--- src/scan_linker_defs.svh ---
// constants for the scan-path linker data registers: widths, field positions, reset values
`ifndef SCAN_LINKER_DEFS_SVH
`define SCAN_LINKER_DEFS_SVH

// number of secondary chains and width of the chain-select register
`define NUM_CHAINS 4
`define CHAIN_SEL_WIDTH 8
`define CHAIN_SEL_RESET 8'h00

// boundary register and its tag-bus subset
`define BOUNDARY_WIDTH 10
`define TAG_BUS_WIDTH 4
`define BND_MASTER_COND_IN 9
`define BND_MASTER_COND_OUT 8
`define BND_COND_IN 7
`define BND_COND_OUT_TS_EN_N 6
`define BND_COND_OUT_OD_EN_N 5
`define BND_COND_OUT 4

// bypass cell capture value
`define BYPASS_CAPTURE 1'b0

// event counter and its shift register
`define COUNT_WIDTH 8
`define COUNT_SHIFT_RESET 8'h00
`define COUNT_ALL_ZERO 8'h00
`define COUNT_ALL_ONE 8'hff

// control-word bit positions used by the counter
`define CTL_WIDTH 10
`define CTL_DIR_DOWN 9
`define CTL_STOP_ZERO 8
`define CTL_ROUTE_HI 6
`define CTL_ROUTE_LO 5
`define CTL_EDGE_FALL 1
`define CTL_ROUTE_COUNT_END 2'b10

// depth of the counter log buffer
`define LOG_DEPTH 8

`endif

--- src/scan_linker_pkg.sv ---
// types shared by the scan-path linker data register logic
package scan_linker_pkg;

	// test access port controller states, as reported by the controller
	typedef enum logic [3:0] {
		tap_reset = 4'b0000,
		tap_idle = 4'b0001,
		tap_sel_dr = 4'b0010,
		tap_capture_dr = 4'b0011,
		tap_shift_dr = 4'b0100,
		tap_exit1_dr = 4'b0101,
		tap_pause_dr = 4'b0110,
		tap_exit2_dr = 4'b0111,
		tap_update_dr = 4'b1000,
		tap_sel_ir = 4'b1001,
		tap_capture_ir = 4'b1010,
		tap_shift_ir = 4'b1011,
		tap_exit1_ir = 4'b1100,
		tap_pause_ir = 4'b1101,
		tap_exit2_ir = 4'b1110,
		tap_update_ir = 4'b1111
	} tap_state_e;

	// internal data register chosen by the current instruction
	typedef enum logic [2:0] {
		reg_bypass = 3'b000,
		reg_select = 3'b001,
		reg_boundary = 3'b010,
		reg_tag_bus = 3'b011,
		reg_counter = 3'b100
	} data_reg_e;

endpackage

--- src/scan_linker_regs.sv ---
// data registers and serial data flow of the scan-path linker
`timescale 1ns/1ps
`include "scan_linker_defs.svh"
module scan_linker_regs
	import scan_linker_pkg::*;
#(
	parameter int NCH = `NUM_CHAINS,
	parameter int LOG_DEPTH = `LOG_DEPTH
) (
	input wire logic mclk_i,
	input wire logic arst_n_i,
	input wire logic tck_i,
	input wire logic tms_i,
	input wire logic tdi_i,
	output logic tdo_o,
	output logic tdo_oe_o,
	input wire tap_state_e tap_state_i,
	input wire data_reg_e instr_reg_i,
	output logic ir_scan_in_o,
	input wire logic ir_scan_out_i,
	input wire logic [`CTL_WIDTH-1:0] control_word_i,
	output logic [NCH-1:0] chain_mode_select_out_o,
	output logic [NCH-1:0] chain_data_out_o,
	output logic [NCH-1:0] chain_data_out_oe_o,
	input wire logic [NCH-1:0] chain_data_in_i,
	input wire logic condition_input_i,
	input wire logic master_condition_in_i,
	input wire logic func_master_cond_out_i,
	input wire logic func_cond_out_i,
	input wire logic func_cond_out_oe_i,
	input wire logic func_cond_out_ts_en_n_i,
	input wire logic func_cond_out_od_en_n_i,
	input wire logic boundary_drive_i,
	output logic master_condition_out_o,
	output logic condition_output_o,
	output logic condition_output_oe_o,
	input wire logic [`TAG_BUS_WIDTH-1:0] tag_bus_pins_i,
	output logic [`TAG_BUS_WIDTH-1:0] tag_bus_pins_o,
	output logic [`TAG_BUS_WIDTH-1:0] tag_bus_pins_oe_o,
	output logic count_end_n_o,
	output logic count_end_to_cond_out_o,
	output logic count_log_valid_o,
	input wire logic count_log_ready_i,
	output logic [`COUNT_WIDTH-1:0] count_log_data_o
);
	localparam int TW = `TAG_BUS_WIDTH;
	localparam int BW = `BOUNDARY_WIDTH;
	localparam int CW = `COUNT_WIDTH;
	localparam int SW = `CHAIN_SEL_WIDTH;
	localparam int NPIN = 4 + 1 + NCH + TW;

	// pin synchronisers: first stage is read only by the second
	logic [NPIN-1:0] pin_meta;	// first stage
	logic [NPIN-1:0] pin_sync;	// second stage, safe to use
	wire [NPIN-1:0] pin_raw = {tag_bus_pins_i, chain_data_in_i, master_condition_in_i,
		condition_input_i, tdi_i, tms_i, tck_i};

	always_ff @(posedge mclk_i or negedge arst_n_i) begin
		if (!arst_n_i) begin
			pin_meta <= '0;
			pin_sync <= '0;
		end else begin
			pin_meta <= pin_raw;
			pin_sync <= pin_meta;
		end
	end

	// named views of the synchronised pins
	wire tck_s = pin_sync[0];
	wire tms_s = pin_sync[1];
	wire tdi_s = pin_sync[2];
	wire cond_in_s = pin_sync[3];
	wire master_cond_in_s = pin_sync[4];
	wire [NCH-1:0] chain_in_s = pin_sync[5 +: NCH];
	wire [TW-1:0] tag_s = pin_sync[5 + NCH +: TW];

	// previous samples for edge detection
	logic tck_prev;	// last test clock level
	logic cond_prev;	// last condition input level

	always_ff @(posedge mclk_i or negedge arst_n_i) begin
		if (!arst_n_i) begin
			tck_prev <= 1'b0;
			cond_prev <= 1'b0;
		end else begin
			tck_prev <= tck_s;
			cond_prev <= cond_in_s;
		end
	end

	// test clock edges and state decode
	wire tck_rise = tck_s & ~tck_prev;
	wire tck_fall = ~tck_s & tck_prev;
	wire st_reset = (tap_state_i == tap_reset);
	wire st_idle = (tap_state_i == tap_idle);
	wire st_capture = (tap_state_i == tap_capture_dr);
	wire st_shift_dr = (tap_state_i == tap_shift_dr);
	wire st_shift_ir = (tap_state_i == tap_shift_ir);
	wire st_update = (tap_state_i == tap_update_dr);
	wire st_update_ir = (tap_state_i == tap_update_ir);
	wire st_shifting = st_shift_dr | st_shift_ir;

	// register chosen by the instruction, latched at Update-IR fall
	data_reg_e dr_sel;	// selected internal register
	data_reg_e next_dr_sel;	// decoded instruction, unknown codes fall back to bypass

	always_comb begin
		next_dr_sel = reg_bypass;
		unique case (instr_reg_i)
			reg_bypass: next_dr_sel = reg_bypass;
			reg_select: next_dr_sel = reg_select;
			reg_boundary: next_dr_sel = reg_boundary;
			reg_tag_bus: next_dr_sel = reg_tag_bus;
			reg_counter: next_dr_sel = reg_counter;
			default: next_dr_sel = reg_bypass;
		endcase
	end

	// power-up and test reset both place the bypass cell in the path
	always_ff @(posedge mclk_i or negedge arst_n_i) begin
		if (!arst_n_i) begin
			dr_sel <= reg_bypass;
		end else if (st_reset) begin
			dr_sel <= reg_bypass;
		end else if (tck_fall && st_update_ir) begin
			dr_sel <= next_dr_sel;
		end
	end

	// per-register strobes
	wire is_sel = (dr_sel == reg_select);
	wire is_bnd = (dr_sel == reg_boundary);
	wire is_tag = (dr_sel == reg_tag_bus);
	wire is_byp = (dr_sel == reg_bypass);
	wire is_cnt = (dr_sel == reg_counter);
	wire do_capture = tck_rise & st_capture;
	wire do_shift = tck_rise & st_shift_dr;
	wire do_update = tck_fall & st_update;

	// chain select register: shift stage and applied stage
	logic [SW-1:0] sel_shift;	// serial stage
	logic [SW-1:0] chain_select;	// applied value steering the chains
	logic follow_hold;	// first follower waits for idle

	wire [NCH-1:0] new_follow;	// chains the shifted value would make follow
	wire [NCH-1:0] follow_mask;	// chains now following TMS
	wire [NCH:0] path;	// serial path through active chains

	// first chain is fed from TDI, each active chain returns into the next stage
	assign path[0] = tdi_s;

	genvar k;
	generate
		for (k = 0; k < NCH; k++) begin : g_chain
			logic dly;	// one-flop delay ahead of the chain
			logic ms;	// registered mode-select level

			// upper bit of each field selects follow mode
			assign new_follow[k] = sel_shift[2 * k + 1];
			assign follow_mask[k] = chain_select[2 * k + 1];
			assign path[k + 1] = follow_mask[k] ? chain_in_s[k] : path[k];

			// delay stage sampled on the test clock in shift states
			always_ff @(posedge mclk_i or negedge arst_n_i) begin
				if (!arst_n_i)
					dly <= 1'b0;
				else if (tck_rise && st_shifting)
					dly <= path[k];
			end

			// mode-select: static from the lower bit, or TMS while following
			always_ff @(posedge mclk_i or negedge arst_n_i) begin
				if (!arst_n_i)
					ms <= 1'b1;
				else if (!follow_mask[k])
					ms <= ~chain_select[2 * k];
				else
					ms <= follow_hold ? 1'b0 : tms_s;
			end

			assign chain_mode_select_out_o[k] = ms;
			assign chain_data_out_o[k] = dly;
			// data out drives only for following chains in shift states
			assign chain_data_out_oe_o[k] = follow_mask[k] & st_shifting;
		end
	endgenerate

	// serial input of the internal register, after every active chain
	wire int_in = path[NCH];
	assign ir_scan_in_o = int_in;

	// select register shift, capture and update
	always_ff @(posedge mclk_i or negedge arst_n_i) begin
		if (!arst_n_i) begin
			sel_shift <= `CHAIN_SEL_RESET;
			chain_select <= `CHAIN_SEL_RESET;
		end else if (st_reset) begin
			sel_shift <= `CHAIN_SEL_RESET;
			chain_select <= `CHAIN_SEL_RESET;
		end else if (is_sel) begin
			if (do_capture)
				sel_shift <= chain_select;
			else if (do_shift)
				sel_shift <= {int_in, sel_shift[SW-1:1]};
			else if (do_update)
				chain_select <= sel_shift;
		end
	end

	// hold-low flag for a chain selected while none was following
	always_ff @(posedge mclk_i or negedge arst_n_i) begin
		if (!arst_n_i) begin
			follow_hold <= 1'b0;
		end else if (st_reset) begin
			follow_hold <= 1'b0;
		end else if (is_sel && do_update) begin
			// hand-over is immediate when another chain already follows
			follow_hold <= (|new_follow) & ~(|follow_mask);
		end else if (tck_fall && st_idle) begin
			follow_hold <= 1'b0;
		end
	end

	// bypass cell: captures zero, shifts one bit
	logic bypass_cell;	// single bypass stage

	always_ff @(posedge mclk_i or negedge arst_n_i) begin
		if (!arst_n_i)
			bypass_cell <= `BYPASS_CAPTURE;
		else if (is_byp && do_capture)
			bypass_cell <= `BYPASS_CAPTURE;
		else if (is_byp && do_shift)
			bypass_cell <= int_in;
	end

	// boundary cells: shift stage and update latch, neither reset
	logic [BW-1:0] boundary_cells;	// serial stage
	logic [BW-1:0] boundary_upd;	// update latch forcing the pins
	wire [BW-1:0] boundary_capt = {master_cond_in_s, func_master_cond_out_i, cond_in_s,
		func_cond_out_ts_en_n_i, func_cond_out_od_en_n_i, func_cond_out_i, tag_s};

	always_ff @(posedge mclk_i) begin
		if (is_bnd && do_capture)
			boundary_cells <= boundary_capt;
		else if (is_bnd && do_shift)
			boundary_cells <= {int_in, boundary_cells[BW-1:1]};
		else if (is_tag && do_capture)
			boundary_cells[TW-1:0] <= tag_s;
		else if (is_tag && do_shift)
			boundary_cells[TW-1:0] <= {int_in, boundary_cells[TW-1:1]};
	end

	always_ff @(posedge mclk_i) begin
		if (is_bnd && do_update)
			boundary_upd <= boundary_cells;
		else if (is_tag && do_update)
			boundary_upd[TW-1:0] <= boundary_cells[TW-1:0];
	end

	// forced open-drain drive pulls low only when its enable and data are low
	wire forced_oe = ~boundary_upd[`BND_COND_OUT_TS_EN_N]
		| (~boundary_upd[`BND_COND_OUT_OD_EN_N] & ~boundary_upd[`BND_COND_OUT]);

	// pin drivers: functional values, tag bus released, unless the boundary forces them
	always_ff @(posedge mclk_i or negedge arst_n_i) begin
		if (!arst_n_i) begin
			master_condition_out_o <= 1'b0;
			condition_output_o <= 1'b0;
			condition_output_oe_o <= 1'b0;
			tag_bus_pins_o <= '0;
			tag_bus_pins_oe_o <= '0;
		end else if (boundary_drive_i) begin
			master_condition_out_o <= boundary_upd[`BND_MASTER_COND_OUT];
			condition_output_o <= boundary_upd[`BND_COND_OUT];
			condition_output_oe_o <= forced_oe;
			tag_bus_pins_o <= boundary_upd[TW-1:0];
			tag_bus_pins_oe_o <= '1;
		end else begin
			master_condition_out_o <= func_master_cond_out_i;
			condition_output_o <= func_cond_out_i;
			condition_output_oe_o <= func_cond_out_oe_i;
			tag_bus_pins_o <= '0;
			tag_bus_pins_oe_o <= '0;
		end
	end

	// counter: shift register, counter value and event bookkeeping
	logic [CW-1:0] event_counter_shift;	// serial stage, reset clears it
	logic [CW-1:0] count_value;	// the counter itself, never reset
	logic event_pending;	// a counted edge waiting for log room

	wire dir_down = control_word_i[`CTL_DIR_DOWN];
	wire stop_zero = control_word_i[`CTL_STOP_ZERO];
	wire edge_fall = control_word_i[`CTL_EDGE_FALL];
	wire [1:0] route = {control_word_i[`CTL_ROUTE_HI], control_word_i[`CTL_ROUTE_LO]};
	wire cond_rise = cond_in_s & ~cond_prev;
	wire cond_fall = ~cond_in_s & cond_prev;
	wire cond_edge = edge_fall ? cond_fall : cond_rise;
	wire preload = is_cnt & do_update;
	// stop-at-zero only holds the count in down mode
	wire stopped = dir_down & stop_zero & (count_value == `COUNT_ALL_ZERO);
	wire log_ready;	// room in the log buffer
	wire count_fire = event_pending & log_ready & ~stopped & ~preload;
	wire [CW-1:0] next_count = dir_down ? count_value - 1'b1 : count_value + 1'b1;
	wire count_end_reached = dir_down ? (count_value == `COUNT_ALL_ZERO)
		: (count_value == `COUNT_ALL_ONE);

	// shift register: cleared by reset, captures the counter for scan-out
	always_ff @(posedge mclk_i or negedge arst_n_i) begin
		if (!arst_n_i)
			event_counter_shift <= `COUNT_SHIFT_RESET;
		else if (st_reset)
			event_counter_shift <= `COUNT_SHIFT_RESET;
		else if (is_cnt && do_capture)
			event_counter_shift <= count_value;
		else if (is_cnt && do_shift)
			event_counter_shift <= {int_in, event_counter_shift[CW-1:1]};
	end

	// counter value: preload wins over counting in the same cycle
	always_ff @(posedge mclk_i) begin
		if (preload)
			count_value <= event_counter_shift;
		else if (count_fire)
			count_value <= next_count;
	end

	// edges while stopped are ignored; a new edge wins over the clear
	always_ff @(posedge mclk_i or negedge arst_n_i) begin
		if (!arst_n_i)
			event_pending <= 1'b0;
		else if (cond_edge)
			event_pending <= 1'b1;
		else if (count_fire || stopped)
			event_pending <= 1'b0;
	end

	// count-end flag and its routing toward the condition output
	always_ff @(posedge mclk_i or negedge arst_n_i) begin
		if (!arst_n_i) begin
			count_end_n_o <= 1'b1;
			count_end_to_cond_out_o <= 1'b0;
		end else begin
			count_end_n_o <= ~count_end_reached;
			count_end_to_cond_out_o <= (route == `CTL_ROUTE_COUNT_END);
		end
	end

	// every counted value is logged, preloads are not; a full log stalls counting
	sync_fifo #(
		.WIDTH(CW),
		.DEPTH(LOG_DEPTH)
	) u_count_log (
		.mclk_i(mclk_i),
		.arst_n_i(arst_n_i),
		.in_valid_i(count_fire),
		.in_ready_o(log_ready),
		.in_data_i(next_count),
		.out_valid_o(count_log_valid_o),
		.out_ready_i(count_log_ready_i),
		.out_data_o(count_log_data_o)
	);

	// last stage of the selected internal register
	logic int_out;	// serial output of the chosen register

	always_comb begin
		int_out = bypass_cell;
		unique case (dr_sel)
			reg_bypass: int_out = bypass_cell;
			reg_select: int_out = sel_shift[0];
			reg_boundary: int_out = boundary_cells[0];
			reg_tag_bus: int_out = boundary_cells[0];
			reg_counter: int_out = event_counter_shift[0];
		endcase
	end

	// test data out changes on the falling test clock edge
	always_ff @(posedge mclk_i or negedge arst_n_i) begin
		if (!arst_n_i) begin
			tdo_o <= 1'b0;
			tdo_oe_o <= 1'b0;
		end else begin
			if (tck_fall)
				tdo_o <= st_shift_ir ? ir_scan_out_i : int_out;
			if (tck_fall)
				tdo_oe_o <= st_shifting;
		end
	end
endmodule

--- src/sync_fifo.sv ---
// small synchronous fifo with valid/ready on both sides
`timescale 1ns/1ps
module sync_fifo #(
	parameter int WIDTH = 8,
	parameter int DEPTH = 8
) (
	input wire logic mclk_i,
	input wire logic arst_n_i,
	input wire logic in_valid_i,
	output logic in_ready_o,
	input wire logic [WIDTH-1:0] in_data_i,
	output logic out_valid_o,
	input wire logic out_ready_i,
	output logic [WIDTH-1:0] out_data_o
);
	localparam int AW = (DEPTH > 1) ? $clog2(DEPTH) : 1;

	logic [WIDTH-1:0] mem [DEPTH];	// storage flops, indexed by pointer
	logic [AW-1:0] wr_ptr;	// next slot to write
	logic [AW-1:0] rd_ptr;	// oldest slot
	logic [AW:0] fill;	// number of words held
	wire push = in_valid_i & in_ready_o;
	wire pop = out_valid_o & out_ready_i;
	wire [AW-1:0] wr_ptr_inc = (wr_ptr == AW'(DEPTH - 1)) ? '0 : wr_ptr + 1'b1;
	wire [AW-1:0] rd_ptr_inc = (rd_ptr == AW'(DEPTH - 1)) ? '0 : rd_ptr + 1'b1;

	// full and empty come straight from the fill count
	assign in_ready_o = (fill != (AW + 1)'(DEPTH));
	assign out_valid_o = (fill != '0);
	assign out_data_o = mem[rd_ptr];

	// pointer and fill bookkeeping
	always_ff @(posedge mclk_i or negedge arst_n_i) begin
		if (!arst_n_i) begin
			wr_ptr <= '0;
			rd_ptr <= '0;
			fill <= '0;
		end else begin
			if (push)
				wr_ptr <= wr_ptr_inc;
			if (pop)
				rd_ptr <= rd_ptr_inc;
			if (push && !pop)
				fill <= fill + 1'b1;
			else if (pop && !push)
				fill <= fill - 1'b1;
		end
	end

	// data storage, no reset needed
	always_ff @(posedge mclk_i) begin
		if (push)
			mem[wr_ptr] <= in_data_i;
	end
endmodule

--- config.mk ---
export PLATFORM = sky130hd
export DESIGN_NAME = scan_linker_regs
export DESIGN_NICKNAME = d
export VERILOG_FILES = /design/src/scan_linker_pkg.sv /design/src/scan_linker_regs.sv /design/src/sync_fifo.sv
export VERILOG_INCLUDE_DIRS = /design/src
export SDC_FILE = /design/constraint.sdc
export NUM_CORES = 1
export LEC_CHECK = 0
export BUFFER_PORTS_ARGS = -buffer_cell sky130_fd_sc_hd__clkbuf_2
export CAP_MARGIN = 20
export CORE_ASPECT_RATIO = 0.8
export CORE_MARGIN = 3
export CORE_UTILIZATION = 45
export DETAILED_ROUTE_END_ITERATION = 7
export GPL_TIMING_DRIVEN = 0
export PLACE_DENSITY = 0.69
export SLEW_MARGIN = 10
export SYNTH_ARGS = -nofsm -noshare
export SYNTH_HDL_FRONTEND = slang
export SYNTH_SLANG_ARGS = --single-unit
--- constraint.sdc ---
create_clock -name mclk_i -period 3.4 [get_ports mclk_i]
set_input_delay 0.17 -clock mclk_i [delete_from_list [all_inputs] [get_ports mclk_i]]
set_output_delay 0.17 -clock mclk_i [all_outputs]
set_load 0.01 [all_outputs]
== Word-level counts from Yosys, hierarchy flattened ==
Memories as Yosys holds them, arrays and structs flattened.
Cells that the tools add are included.
Storage, ports and cells
  register bits: 118
  bits in writable memories: 64
  input bits: 40
  output and inout bits: 37
  memories kept: 1
Operators by class
  add/sub/neg operators: 6
  eq/ne operators: 21
  multiplexer cells: 56
  bitwise operators: 38
  reductions and logical operators: 41
Memories
  u_count_log.mem: depth 8, bits a word 8, rd ports 1, clocked after Yosys merged registers in 0, wr ports 1, line sync_fifo.sv:18  | logic [WIDTH-1:0] mem [DEPTH];
Operator list (number)
  8-bit two-way mux: 15
  4-bit two-way mux: 9
  1-bit two-way mux: 24
  1-bit AND: 21
  2-bit nonzero test: 9
  1-bit logical AND: 16
  1-bit inverter: 15
  3-bit by 2-bit equality test with 1-bit output (second input constant): 4
  3-bit equality test (second input constant): 4
  4-bit equality test (second input constant): 3
  3-bit two-way mux: 4
  3-bit case mux with 4 select lines: 1
  10-bit two-way mux: 1
  3-bit nonzero test: 3
  8-bit by 1-bit adder with 8-bit output (second input constant): 1
  8-bit equality test (second input constant): 1
  8-bit zero test: 1
  4-bit nonzero test: 2
  4-bit OR reduction: 2
  8-bit by 1-bit subtractor with 8-bit output (second input constant): 1
  3-bit by 1-bit adder with 3-bit output (second input constant): 2
  3-bit by 1-bit equality test with 1-bit output (second input constant): 2
  6-bit two-way mux: 1
  4-bit by 1-bit adder with 4-bit output (second input constant): 1
  16 further kinds: 19

== Logic depth before layout (Yosys ltp) ==
Gate-level depths: netlist of the first run.
  depth in word-level cells: 11
  depth in mapped cells: 13

== Cells and area by module ==
A second synthesis of the first run with hierarchy kept.
Unflattened totals
  cells, all modules: 526
  area, all modules: 7711.1 um2
By module, submodules not included
  scan_linker_regs: times used 1, cells each 369, area each 4559.4 um2, seq. area each 2738.9 um2
  sync_fifo: times used 1, cells each 157, area each 3151.8 um2, seq. area each 2172.1 um2

== Worst setup path before layout of the first run ==
No wires, ideal clock.
  path type: reg-to-reg
  start point: register count_value[1]
  end point: register u_count_log.fill[3]
  data arrival time: 2230 ps
  slack: 1045 ps
  cell stages (with the launch flop): 13
  cells stage by stage: edfxtp_1 > nor4_1 > nand4_1 > nand3_1 > inv_1 > ha_1 > inv_1 > ha_1 > a21o_1 > a21oi_1 > xnor2_1 > nor2_1 > xor2_1
On the way
  cells in the longest elaborated chain, start to end: 9
  elaborated cells on any way between the ends: 11
RTL lines
  from (decl): line scan_linker_regs.sv:289  | logic [CW-1:0] count_value;
  from (signal assigned): line scan_linker_regs.sv:323  | count_value <= event_counter_shift;
  from (signal assigned): line scan_linker_regs.sv:325  | count_value <= next_count;
  8-bit zero test (no line) (*)
  1-bit AND (*): line scan_linker_regs.sv:301  | wire stopped = dir_down & stop_zero & (count_value == `COUNT_ALL_ZERO);
  1-bit inverter (*): line scan_linker_regs.sv:303  | wire count_fire = event_pending & log_ready & ~stopped & ~preload;
  1-bit AND (*) (2 in a row): line scan_linker_regs.sv:303
  1-bit AND (*): line sync_fifo.sv:22  | wire push = in_valid_i & in_ready_o;
  via u_count_log.push: line sync_fifo.sv:22
  1-bit zero test: line sync_fifo.sv:45  | else if (pop && !push)
  1-bit logical AND: line sync_fifo.sv:45
  2-bit nonzero test (no line)
  to (signal assigned): line sync_fifo.sv:44  | fill <= fill + 1'b1;
  to (signal assigned): line sync_fifo.sv:46  | fill <= fill - 1'b1;
  to (decl): line sync_fifo.sv:21  | logic [AW:0] fill;
The timed path passes the listed nets; every way through them passes the cells marked *.
A chain may end at the register's enable or synchronous reset.

== Final worst setup path of the first run ==
  start point: register pin_sync[0]
  end point: register u_count_log.fill[3]
On the way
  cells in the longest elaborated chain, start to end: 10
  elaborated cells on any way between the ends: 12
RTL lines
  from (decl): line scan_linker_regs.sv:54  | logic [NPIN-1:0] pin_sync;
  from (signal assigned): line scan_linker_regs.sv:64  | pin_sync <= pin_meta;
  1-bit inverter (*): line scan_linker_regs.sv:93  | wire tck_fall = ~tck_s & tck_prev;
  1-bit AND (*): line scan_linker_regs.sv:93
  1-bit AND (*): line scan_linker_regs.sv:138  | wire do_update = tck_fall & st_update;
  1-bit AND (*): line scan_linker_regs.sv:299  | wire preload = is_cnt & do_update;
  1-bit inverter (*): line scan_linker_regs.sv:303
  1-bit AND (*): line scan_linker_regs.sv:303
  1-bit AND (*): line sync_fifo.sv:22
  via u_count_log.push: line sync_fifo.sv:22
  1-bit zero test: line sync_fifo.sv:45
  1-bit logical AND: line sync_fifo.sv:45
  2-bit nonzero test (no line)
Marked as above.

==> flow_metrics.tcl, run 1 <==
set metrics [dict create \
    outcome "finished clean" \
    ys_seq_area_frac 0.647 \
    die_w_um 151 \
    post_cts.repair.setup_buffers 0 \
    cts_tree "yes" \
    start_util 0.469 \
    power_leakage_nw 3.66 \
    maxSlewHeadroom 0.408 \
    period_share 0.828 \
    grt_pass1_wl_mm 24.0 \
    drc 0 \
    cp-start-kind "flop" \
    final.setup.worst_slack_ns 0.584 \
    critPathArrivalTime_ns 3.12 \
    synth-edff-count 90 \
    final_nets 699 \
    final_common_cell "edfxtp_1" \
    stdcell_count 872 \
    num_antenna_cells 0 \
    clk_latency_ns 0.43 \
    numPortBuffers 70 \
    antenna_found_initial 0 \
    power_density_nw_per_um2 777 \
    hold_viol 0 \
    finalSetupViolCount 0 \
    post_cts_resized 0 \
    pre_cts_ws_ns 0.569 \
    dp_cells 820 \
    final_layout_size_suffix_gt1_frac 0.303 \
    hp-start "func_master_cond_out_i" \
    r2r_start "pin_sync[0]" \
    grt_max_degree 54 \
    cp_max_fo 7 \
    top_level_ports 77 \
    rr_endpoint "u_count_log.fill[3]" \
    syn_area_sq_um 7580 \
    rows 41 \
    synth-seq-cells 178 \
    syn_inst 531 \
    drt_wl_total_mm 14.6 \
    ff2ff_path_depth 12 \
    crit_chain "nor2b_1 > nand4_1 > nand3_1 > inv_1 > ha_1 > inv_1 > ha_1 > a21o_1 > a21oi_1 > xnor2_1 > nor2_1 > xor2_1" \
    track_usage 0.170 \
    syn_to_final_growth_pct 20.5 \
    cp.required_ns 3.70 \
    dr_total_vias 4622 \
    synth_ff_type "edfxtp_1" \
    wl_per_cell_um 16.8 \
    slew_violations 0 \
    htreeDepth 4 \
    ant_nets 0 \
    end_kind "flop" \
    syn_area_per_cell_sq_um 14.3 \
    synth_fp_nets 586 \
    layout_common_cells "90 x edfxtp_1, 83 x dfrtp_1, 69 x clkbuf_2" \
    finalClockSkew_ns 0.0134 \
    critical-path-max-stage-delay_ns 0.44 \
    die_y_um 122 \
    worstHoldPathType "in -> reg" \
    post-dp-hpwl_mm 10.3 \
    clk_pin_slew_worst_paths_ns 0.07 \
    max_freq_mhz 355 \
    die_area_sq_um 18500 \
    period_minus_slack_ns 2.82 \
    r2r_setup_slack_ns 0.58 \
    hold_end "master_condition_out_o" \
    rsz0062_at_grt "no" \
    grt_pass1_vias 4641 \
    peakVddDrop_mv 0.403 \
    setup_tns_ns 0 \
    async_flop_share 0.494 \
    critPathSlowestCell "dfrtp_1" \
    synth_cell_types 60 \
    drt_iter0_drc 373 \
    clock_sinks 178 \
    hold_path_depth 2 \
    overflow 0 \
    path_class "reg -> reg" \
    gp_congestion 0.812 \
    drv_cap 0 \
    core_sq_um 16200 \
    cts_made_buffers 17 \
    tightestPinTransition_ns 0.885 \
    avgViaCountPerCell 5.30 \
    drtPass1Iterations 5 \
    cts-root-buf "clkbuf_16" \
    clockBufferDepth 2 \
    yosys_warnings 0 \
    fillCellCount 1285 \
]
## worst max path at each step
stage	cells past startpoint	start	slack, ns	endpoint
finish	12	pin_sync[0]	0.58	u_count_log.fill[3]
global route	12	pin_sync[0]	0.35	u_count_log.fill[3]
CTS	5	u_count_log.rd_ptr[1]	0.60	count_log_data_o[4]
detailed placement	13	tap_state_i[0]	0.57	u_count_log.fill[3]
global placement	5	tck_prev	0.31	u_count_log.mem[4][5]
floorplan	12	count_value[1]	1.04	u_count_log.fill[3]
## metal layers
layer / up-vias / share of wire / global-route usage
li1: 2174 / - / -
met1: 2306 / 0.45 / 0.236
met2: 122 / 0.48 / 0.270
met3: 20 / 0.049 / 0.0405
met4: 0 / 0.016 / 0.0527
met5: - / 0 / 0
## logic make-up after synthesis
family,count (synthesis),synth area share
simple gates,152,0.105
buf+inv,39,0.0294
compound gates,70,0.0599
mux,67,0.120
xor+xnor,10,0.0115
flops,178,0.647
fa+ha+maj,15,0.0267
## flip-flops by register name, indices dropped and copies added (netlist names), 4 cells and up
| name | count |
|---|---|
| pin_meta | 13 |
| g_chain.dly | 4 |
| pin_sync | 13 |
| event_counter_shift | 8 |
| u_count_log.mem | 64 |
| boundary_upd | 8 |
| g_chain.ms | 4 |
| tag_bus_pins_o | 4 |
| sel_shift | 8 |
| count_value | 8 |
| chain_select | 8 |
| u_count_log.fill | 4 |
| boundary_cells | 10 |
## worst max-delay path: cells and delay by family, from the launching register on
| family | cells | cell delay (ns) |
|---|---|---|
| adder cells (fa/ha/maj) | 2 | 0.47 |
| buffers and inverters | 2 | 0.24 |
| AND/OR/NAND/NOR | 4 | 0.95 |
| AO/OA/AOI/OAI | 2 | 0.31 |
| XOR/XNOR | 2 | 0.27 |
| flip-flops | 1 | 0.44 |
## cells in the mapped netlist, drive strengths merged (2+ instances only)
| cell type | number | area share |
|---|---|---|
| nand2 | 51 | 0.025 |
| nor3b | 4 | 0.0040 |
| and2b | 3 | 0.0030 |
| o21ai | 38 | 0.029 |
| fa | 2 | 0.0053 |
| buf | 21 | 0.020 |
| or4 | 3 | 0.0030 |
| nor4 | 4 | 0.0033 |
| a21oi | 6 | 0.0040 |
| a21boi | 3 | 0.0030 |
| edfxtp | 90 | 0.36 |
| or2 | 5 | 0.0041 |
| mux2i | 22 | 0.029 |
| inv | 9 | 0.0045 |
| a31oi | 2 | 0.0016 |
| nor3 | 7 | 0.0046 |
| nor2b | 5 | 0.0041 |
| o21a | 3 | 0.0030 |
| nor4b | 3 | 0.0035 |
| o211ai | 2 | 0.0020 |
| nand4 | 4 | 0.0033 |
| nor2 | 26 | 0.014 |
| a21o | 5 | 0.0049 |
| dfrtp | 83 | 0.27 |
| ha | 13 | 0.021 |
| clkbuf | 9 | 0.0045 |
| xnor2 | 9 | 0.010 |
| dfstp | 5 | 0.017 |
| and2 | 5 | 0.0041 |
| nand3 | 18 | 0.014 |
| a211o | 2 | 0.0023 |
| a211oi | 2 | 0.0020 |
| nand3b | 3 | 0.0030 |
| nand2b | 7 | 0.0078 |
| mux2 | 29 | 0.043 |
| mux4 | 16 | 0.048 |
| a221oi | 2 | 0.0031 |
## metrics by stage
stage | hold WS (ns) | util | area, sq um | total power [mW]
after detailed placement | 0.280 | 0.513 | 8290 | 5.02
after global placement | 0.279 | 0.508 | 8200 | 4.87
after global routing | 0.00247 | 0.566 | 9140 | 7.48
after CTS | 0.00269 | 0.566 | 9140 | 7.15
after floorplan | -0.126 | - | 7580 | 4.39
final | 0.00805 | 0.566 | 9140 | 7.10
## what timing repair did
item,4_1_cts,5_1_grt
hold endpoints to repair,68,0
hold buffers,20,0
endpoints found under the setup margin,0,0
## layout make-up
type	count	area [sq um]	share of cell area
sequential	178	4910	0.537
timing repair buffer	94	596	0.0652
multi-input combinational	314	2490	0.272
tap	215	269	0.0294
buffer	30	189	0.0207
inverter	9	33.8	0.00370
clock buffer	21	493	0.0539
clock inverter	11	160	0.0175
## where the power goes
part / internal [mW] / total, mW / leakage [nW] / switching [mW]
Combinational: 0.855 / 1.90 / 1.43 / 1.04
Sequential: 2.88 / 3.10 / 1.92 / 0.211
Clock: 1.28 / 2.11 / 0.315 / 0.828
Total: 5.02 / 7.10 / 3.66 / 2.08
No activity file was read; power rests on OpenSTA's default activity.
==> run 2: changes to the inputs <==
Settings changed: ABC_AREA set to 1, PLACE_DENSITY 0.69 to 0.68.
Clock period 3.4 ns to 2.83 ns, I/O delays scaled along.
==> run 2 against run 1 <==
Net effect:
- first-iteration DRC count rose by 28%
- setup slack got worse by 0.37 ns
- global-route usage rose by 1.3 points
- power rose by 24%
- area after synthesis rose by 2.3%
- register-to-register slack got worse by 0.37 ns
- clock-buffer cell count fell by 2
- non-clock buffer count rose by 15
- critical endpoint unchanged
- critical path type unchanged
==> flow_metrics.tcl, run 2 <==
set metrics [dict create \
    finalSetupViolCount 0 \
    worstHoldPathType "in -> reg" \
    final_nets 912 \
    avgViaCountPerCell 5.11 \
    crit_chain "inv_1 > nand4_1 > nor2_1 > nand3_1 > nand3_4 > inv_1 > ha_1 > inv_1 > ha_1 > a21oi_1 > nand2_1 > a21oi_1 > o21ai_0 > xor2_1" \
    hold_path_depth 5 \
    postPlaceCellArea_sq_um 8440 \
    whs_ns 0.0180 \
    synth_common_cells "140 x nand2_1, 90 x edfxtp_1, 83 x dfrtp_1" \
    top_register "u_count_log.mem" \
    gp_congestion 0.813 \
    clock_sinks 178 \
    drt_wl_total_mm 16.6 \
    syn_area_per_cell_sq_um 10.7 \
    period_minus_slack_ns 2.62 \
    power_density_nw_per_um2 943 \
    drc 0 \
    synth-seq-cells 178 \
    clk_latency_ns 0.44 \
    grt_pass1_vias 5330 \
    yosysTopAreaCellShare 0.348 \
    final_common_cell "nand2_1" \
    async_flop_share 0.494 \
    yosysMostFrequentCell "nand2_1" \
    maxSlewHeadroom 0.434 \
    largest_reg_flops 64 \
    syn_inst 728 \
    die_area_sq_um 18900 \
    clkPwrFrac 0.251 \
    setup_tns_ns 0 \
    track_usage 0.183 \
    htreeDepth 4 \
    die_w_um 153 \
    yosys_warnings 0 \
    cp.required_ns 3.13 \
    layout_common_cells "140 x nand2_1, 90 x edfxtp_1, 83 x dfrtp_1" \
    period_share 0.925 \
    synth_fp_nets 783 \
    clockBufferDepth 2 \
    hold_viol 0 \
    yosysTopAreaCell "edfxtp_1" \
    critPathArrivalTime_ns 2.92 \
    cp-start-kind "flop" \
    cpMostUsedCell "inv_1" \
    synth-edff-count 90 \
    wl_per_cell_um 15.2 \
    stdcell_count 1090 \
    dp_cells 1022 \
    core_sq_um 16700 \
    numPortBuffers 71 \
    max_freq_mhz 382 \
    grt_pass1_wl_mm 27.0 \
    synth_cell_types 46 \
    ys_seq_area_frac 0.633 \
    end_kind "flop" \
    finalClockSkew_ns 0.0114 \
    p_switching_mw 3.15 \
    syn_area_sq_um 7760 \
    top_level_ports 77 \
    synth_ff_type "edfxtp_1" \
    final_layout_size_suffix_gt1_frac 0.211 \
    antenna_found_initial 0 \
    cts-root-buf "clkbuf_16" \
    peakVddDrop_mv 0.544 \
    tightestPinTransition_ns 0.844 \
    critical-path-max-stage-delay_ns 0.42 \
    clk_pin_slew_worst_paths_ns 0.07 \
    power_leakage_nw 4.12 \
    slew_violations 0 \
    cts_tree "yes" \
    start_util 0.465 \
    cp_max_fo 6 \
    post-dp-hpwl_mm 11.2 \
    cts_made_buffers 17 \
    ff2ff_path_depth 14 \
    drv_cap 0 \
    rows 42 \
    combinationalPowerShare 0.319 \
    synth_area_leaders "edfxtp_1 35%, dfrtp_1 27%, nand2_1 6.8%" \
    num_antenna_cells 0 \
    dr_total_vias 5568 \
    largestRegisters "u_count_log.mem (64), pin_meta (13), pin_sync (13)" \
    final_area_sq_um 9330 \
    drtPass1Iterations 5 \
    outcome "finished clean" \
    internal-power_mw 5.66 \
    critPathSlowestCell "edfxtp_1" \
    die_y_um 123 \
    netSwitchingFraction 0.357 \
    grt_max_degree 51 \
    syn_to_final_growth_pct 20.2 \
    overflow 0 \
    drt_iter0_drc 478 \
    path_class "reg -> reg" \
    power_frac_seq 0.430 \
    ant_nets 0 \
]
==> run 2: changes by cell type after synthesis, moves of 15 or more <==
cell and change:
nand2_1 +89, mux4_2 -16, o21ai_0 +17, nor2_1 +48, nand3_1 +18, o21ai_1 +15
o32ai_1 +16, mux2i_1 -22, inv_1 +61, mux2_2 -25
==> run 2: final timing paths <==
| check | from | slack [ns] | end |
|---|---|---|---|
| hold / removal | ir_scan_out_i | 0.02 | tdo_o |
| hold reg to reg | pin_meta[1] | 0.35 | pin_sync[1] |
| setup / recovery | count_value[7] | 0.21 | u_count_log.fill[3] |
| setup reg to reg | count_value[7] | 0.21 | u_count_log.fill[3] |
| max in group asynchronous | arst_n_i | 1.87 | g_chain[2].ms |
| min in group asynchronous | arst_n_i | 0.26 | pin_meta[10] |
==> run 2: timing repair <==
| item | in CTS | in global routing |
|---|---|---|
| resized for setup | 1 | 1 |
| hold buffers | 26 | 0 |
| cloned | 0 | 0 |
| pin swaps | 0 | 1 |
| buffers inserted | 0 | 6 |
| endpoints found under the hold margin | 59 | 0 |
| endpoints found under the setup margin | 1 | 1 |
==> run 2: cells by family (layout without fill, tap and decap cells) <==
kind of cell,count (synthesis),count (layout),synth area share
buf+inv,110,252,0.0633
fa+ha+maj,15,15,0.0261
flops,178,178,0.633
mux,4,4,0.00580
xor+xnor,7,7,0.00790
simple gates,296,296,0.173
compound gates,118,118,0.0912
==> run 2: power by group through the flow <==
| stage | Clock, mW | Sequential (mW) | Combinational, mW |
|---|---|---|---|
| 2_1_floorplan | 0 | 3.75 | 1.84 |
| 3_3_place_gp | 0 | 3.82 | 2.62 |
| 3_5_place_dp | 0 | 3.83 | 2.70 |
| 4_1_cts | 2.24 | 3.79 | 2.74 |
| 5_1_grt | 2.35 | 3.83 | 3.18 |
| 6_report | 2.21 | 3.79 | 2.81 |
==> run 2: per-layer routing <==
| metal | global-route usage | wire, um | vias up |
|---|---|---|---|
| met1 | 0.259 | 7930 | 2641 |
| met3 | 0.0434 | 974 | 19 |
| li1 | - | - | 2736 |
| met5 | 0 | 0 | - |
| met2 | 0.281 | 7430 | 172 |
| met4 | 0.0612 | 219 | 0 |
==> run 2: per-stage QoR <==
| step | util | worst slack, ns | power, mW |
|---|---|---|---|
| 5_1_grt | 0.558 | -0.00842 | 9.36 |
| 3_5_place_dp | 0.505 | -0.0303 | 6.53 |
| 3_3_place_gp | 0.502 | -0.00515 | 6.44 |
| 4_1_cts | 0.554 | 0.0370 | 8.77 |
| 6_report | 0.558 | 0.213 | 8.80 |
| 2_1_floorplan | - | 0.447 | 5.59 |
==> run 2: worst max-delay path, delay by kind of cell, from the launching register on <==
family	cells	cell delay, ns
xor+xnor	1	0.16
buf+inv	3	0.37
compound gates	3	0.38
fa+ha+maj	2	0.47
simple gates	5	0.67
flops	1	0.42
==> run 2: cell type report <==
class	count	area (sq um)
Fill cell	1468	7380
Sequential cell	178	4910
Multi-Input combinational cell	440	2380
Timing Repair Buffer	110	721
Clock buffer	19	433
Inverter	81	312
Tap cell	220	275
Buffer	29	184
Clock inverter	13	118
==> run 3: changes to the inputs <==
Settings changed: RECOVER_POWER set to 50.
==> run 3 against run 2 <==
Net effect:
- the flow now finishes with violations (max-capacitance violations, max-slew violations)
- sequential power is essentially flat
- clock skew hardly changed
- global-route usage unchanged
- first-iteration DRC count decreased by 7.9%
- core utilization is 0.42 points lower
- fmax about the same
- design area fell by 0.75%
- critical path depth is the same
- flip-flop and latch count unchanged
- die area stayed put
- setup slack got worse by 0.0011 ns
- non-clock buffer count unchanged
- highest routed layer unchanged
==> flow_metrics.tcl, run 3 (synthesized netlist as in run 2, its figures left out) <==
set metrics [dict create \
    crit_chain "inv_1 > nand4_1 > nor2_1 > nand3_1 > nand3_4 > inv_1 > ha_1 > inv_1 > ha_1 > a21oi_1 > nand2_1 > a21oi_1 > o21ai_0 > xor2_1" \
    track_usage 0.183 \
    gp_congestion 0.813 \
    slew_violations 39 \
    die_y_um 123 \
    critPathArrivalTime_ns 2.92 \
    clock_sinks 178 \
    post-dp-hpwl_mm 11.2 \
    ant_nets 0 \
    tightestPinTransition_ns 2.18 \
    drt_iter0_drc 440 \
    regArea_sq_um 4910 \
    netSwitchingFraction 0.357 \
    internal-power_mw 5.64 \
    clk_latency_ns 0.44 \
    max_freq_mhz 382 \
    critPathBufInv 3 \
    die_area_sq_um 18900 \
    grt_pass1_wl_mm 27.0 \
    period_minus_slack_ns 2.62 \
    largest_reg_flops 64 \
    wl_per_cell_um 15.2 \
    critical-path-max-stage-delay_ns 0.42 \
    final.setup.worst_slack_ns 0.212 \
    finalSetupViolCount 0 \
    end_kind "flop" \
    hold_viol 0 \
    final_layout_size_suffix_gt1_frac 0.174 \
    critPathSlowestCell "edfxtp_1" \
    grt_pass1_vias 5330 \
    drc 0 \
    clockBufferDepth 2 \
    clkPwrFrac 0.252 \
    critPathTopFamily "simple AND/OR/NAND/NOR gates" \
    violations "max-capacitance violations, max-slew violations" \
    dr_total_vias 5568 \
    rows 42 \
    drt_wl_total_mm 16.6 \
    multi_input_area_sq_um 2360 \
    cp_max_fo 6 \
    peakVddDrop_mv 0.545 \
    finalClockSkew_ns 0.0118 \
    combinationalPowerShare 0.316 \
    cp-start-kind "flop" \
    power_leakage_nw 4.02 \
    power_frac_seq 0.432 \
    cp.required_ns 3.14 \
    cts_made_buffers 17 \
    top_level_ports 77 \
    p_switching_mw 3.13 \
    drv_cap 1 \
    fillCellCount 1495 \
    period_share 0.925 \
    num_antenna_cells 0 \
    antenna_found_initial 0 \
    cts-root-buf "clkbuf_16" \
    start_util 0.465 \
    clk_pin_slew_worst_paths_ns 0.07 \
    worstHoldPathType "in -> reg" \
    top_register "u_count_log.mem" \
    layout_common_cells "140 x nand2_1, 90 x edfxtp_1, 83 x dfrtp_1" \
    maxSlewHeadroom -0.455 \
    final_nets 912 \
    path_class "reg -> reg" \
    grt_max_degree 51 \
    pre_cts_ws_ns -0.0303 \
    die_w_um 153 \
    drtPass1Iterations 6 \
    final_common_cell "nand2_1" \
    core_sq_um 16700 \
    cpMostUsedCell "inv_1" \
    largestRegisters "u_count_log.mem (64), pin_meta (13), pin_sync (13)" \
    cts_tree "yes" \
    power_density_nw_per_um2 947 \
    numPortBuffers 71 \
    syn_to_final_growth_pct 19.3 \
    overflow 0 \
    power_mw 8.77 \
    htreeDepth 4 \
    avgViaCountPerCell 5.11 \
    outcome "finished with violations" \
    whs_ns 0.0175 \
]
==> run 3: cell count changes in the layout (fill, tap and decap cells not counted), sizes merged <==
cell,change
clkbuf,+5
buf,-5
==> run 3: final cells by class <==
type | count | share of cell area
timing repair buffer | 110 | 0.0732
inverter | 81 | 0.0336
clock inverter | 13 | 0.0127
sequential | 178 | 0.530
multi-input combinational | 440 | 0.255
buffer | 29 | 0.0191
tap | 220 | 0.0297
clock buffer | 19 | 0.0468
==> run 3: metal layers <==
metal  share of wire  global-route usage
met5               0                   0
met4           0.014              0.0612
met3           0.058              0.0434
met2            0.45               0.281
met1            0.48               0.259
==> run 3: stage by stage <==
step | utilization | instance area [sq um] | TNS, ns | std cells
2_1_floorplan | - | 7760 | 0 | 728
4_1_cts | 0.554 | 9260 | 0 | 1080
3_5_place_dp | 0.505 | 8440 | -0.0303 | 1022
5_1_grt | 0.554 | 9260 | -0.00842 | 1090
6_report | 0.554 | 9260 | 0 | 1090
3_3_place_gp | 0.502 | 8390 | -0.0375 | 1019
==> run 3: power by group through the flow <==
stage	sequential [mW]	combinational [mW]	clock [mW]
final	3.78	2.77	2.21
after global routing	3.83	3.15	2.35
after CTS	3.79	2.74	2.24
after detailed placement	3.83	2.70	0
after global placement	3.82	2.62	0
after floorplan	3.75	1.84	0
==> run 3: what timing repair did <==
action,in CTS,in global routing
hold endpoints to repair,59,0
resized for setup,1,1
hold buffers,26,0
pin swaps,0,1
buffers inserted,0,6
gates cloned,0,0
endpoints found under the setup margin,1,1
==> run 3: worst paths after layout <==
| kind | from | endpoint | slack, ns | cells past startpoint |
|---|---|---|---|---|
| min reg2reg | pin_meta[1] | pin_sync[1] | 0.35 | 0 |
| min in group asynchronous | arst_n_i | pin_meta[10] | 0.89 | 2 |
| max in group asynchronous | arst_n_i | event_counter_shift[1] | 0.70 | 2 |
| max reg2reg | count_value[7] | u_count_log.fill[3] | 0.21 | 14 |
| min | ir_scan_out_i | tdo_o | 0.02 | 5 |
| max | count_value[7] | u_count_log.fill[3] | 0.21 | 14 |
==> run 3: worst reg2reg max path: cells and delay by family (launching register included) <==
kind,cells,cell delay [ns]
AO/OA/AOI/OAI,3,0.38
XOR/XNOR,1,0.16
adder cells (fa/ha/maj),2,0.48
buffers and inverters,3,0.37
flip-flops,1,0.42
AND/OR/NAND/NOR,5,0.68
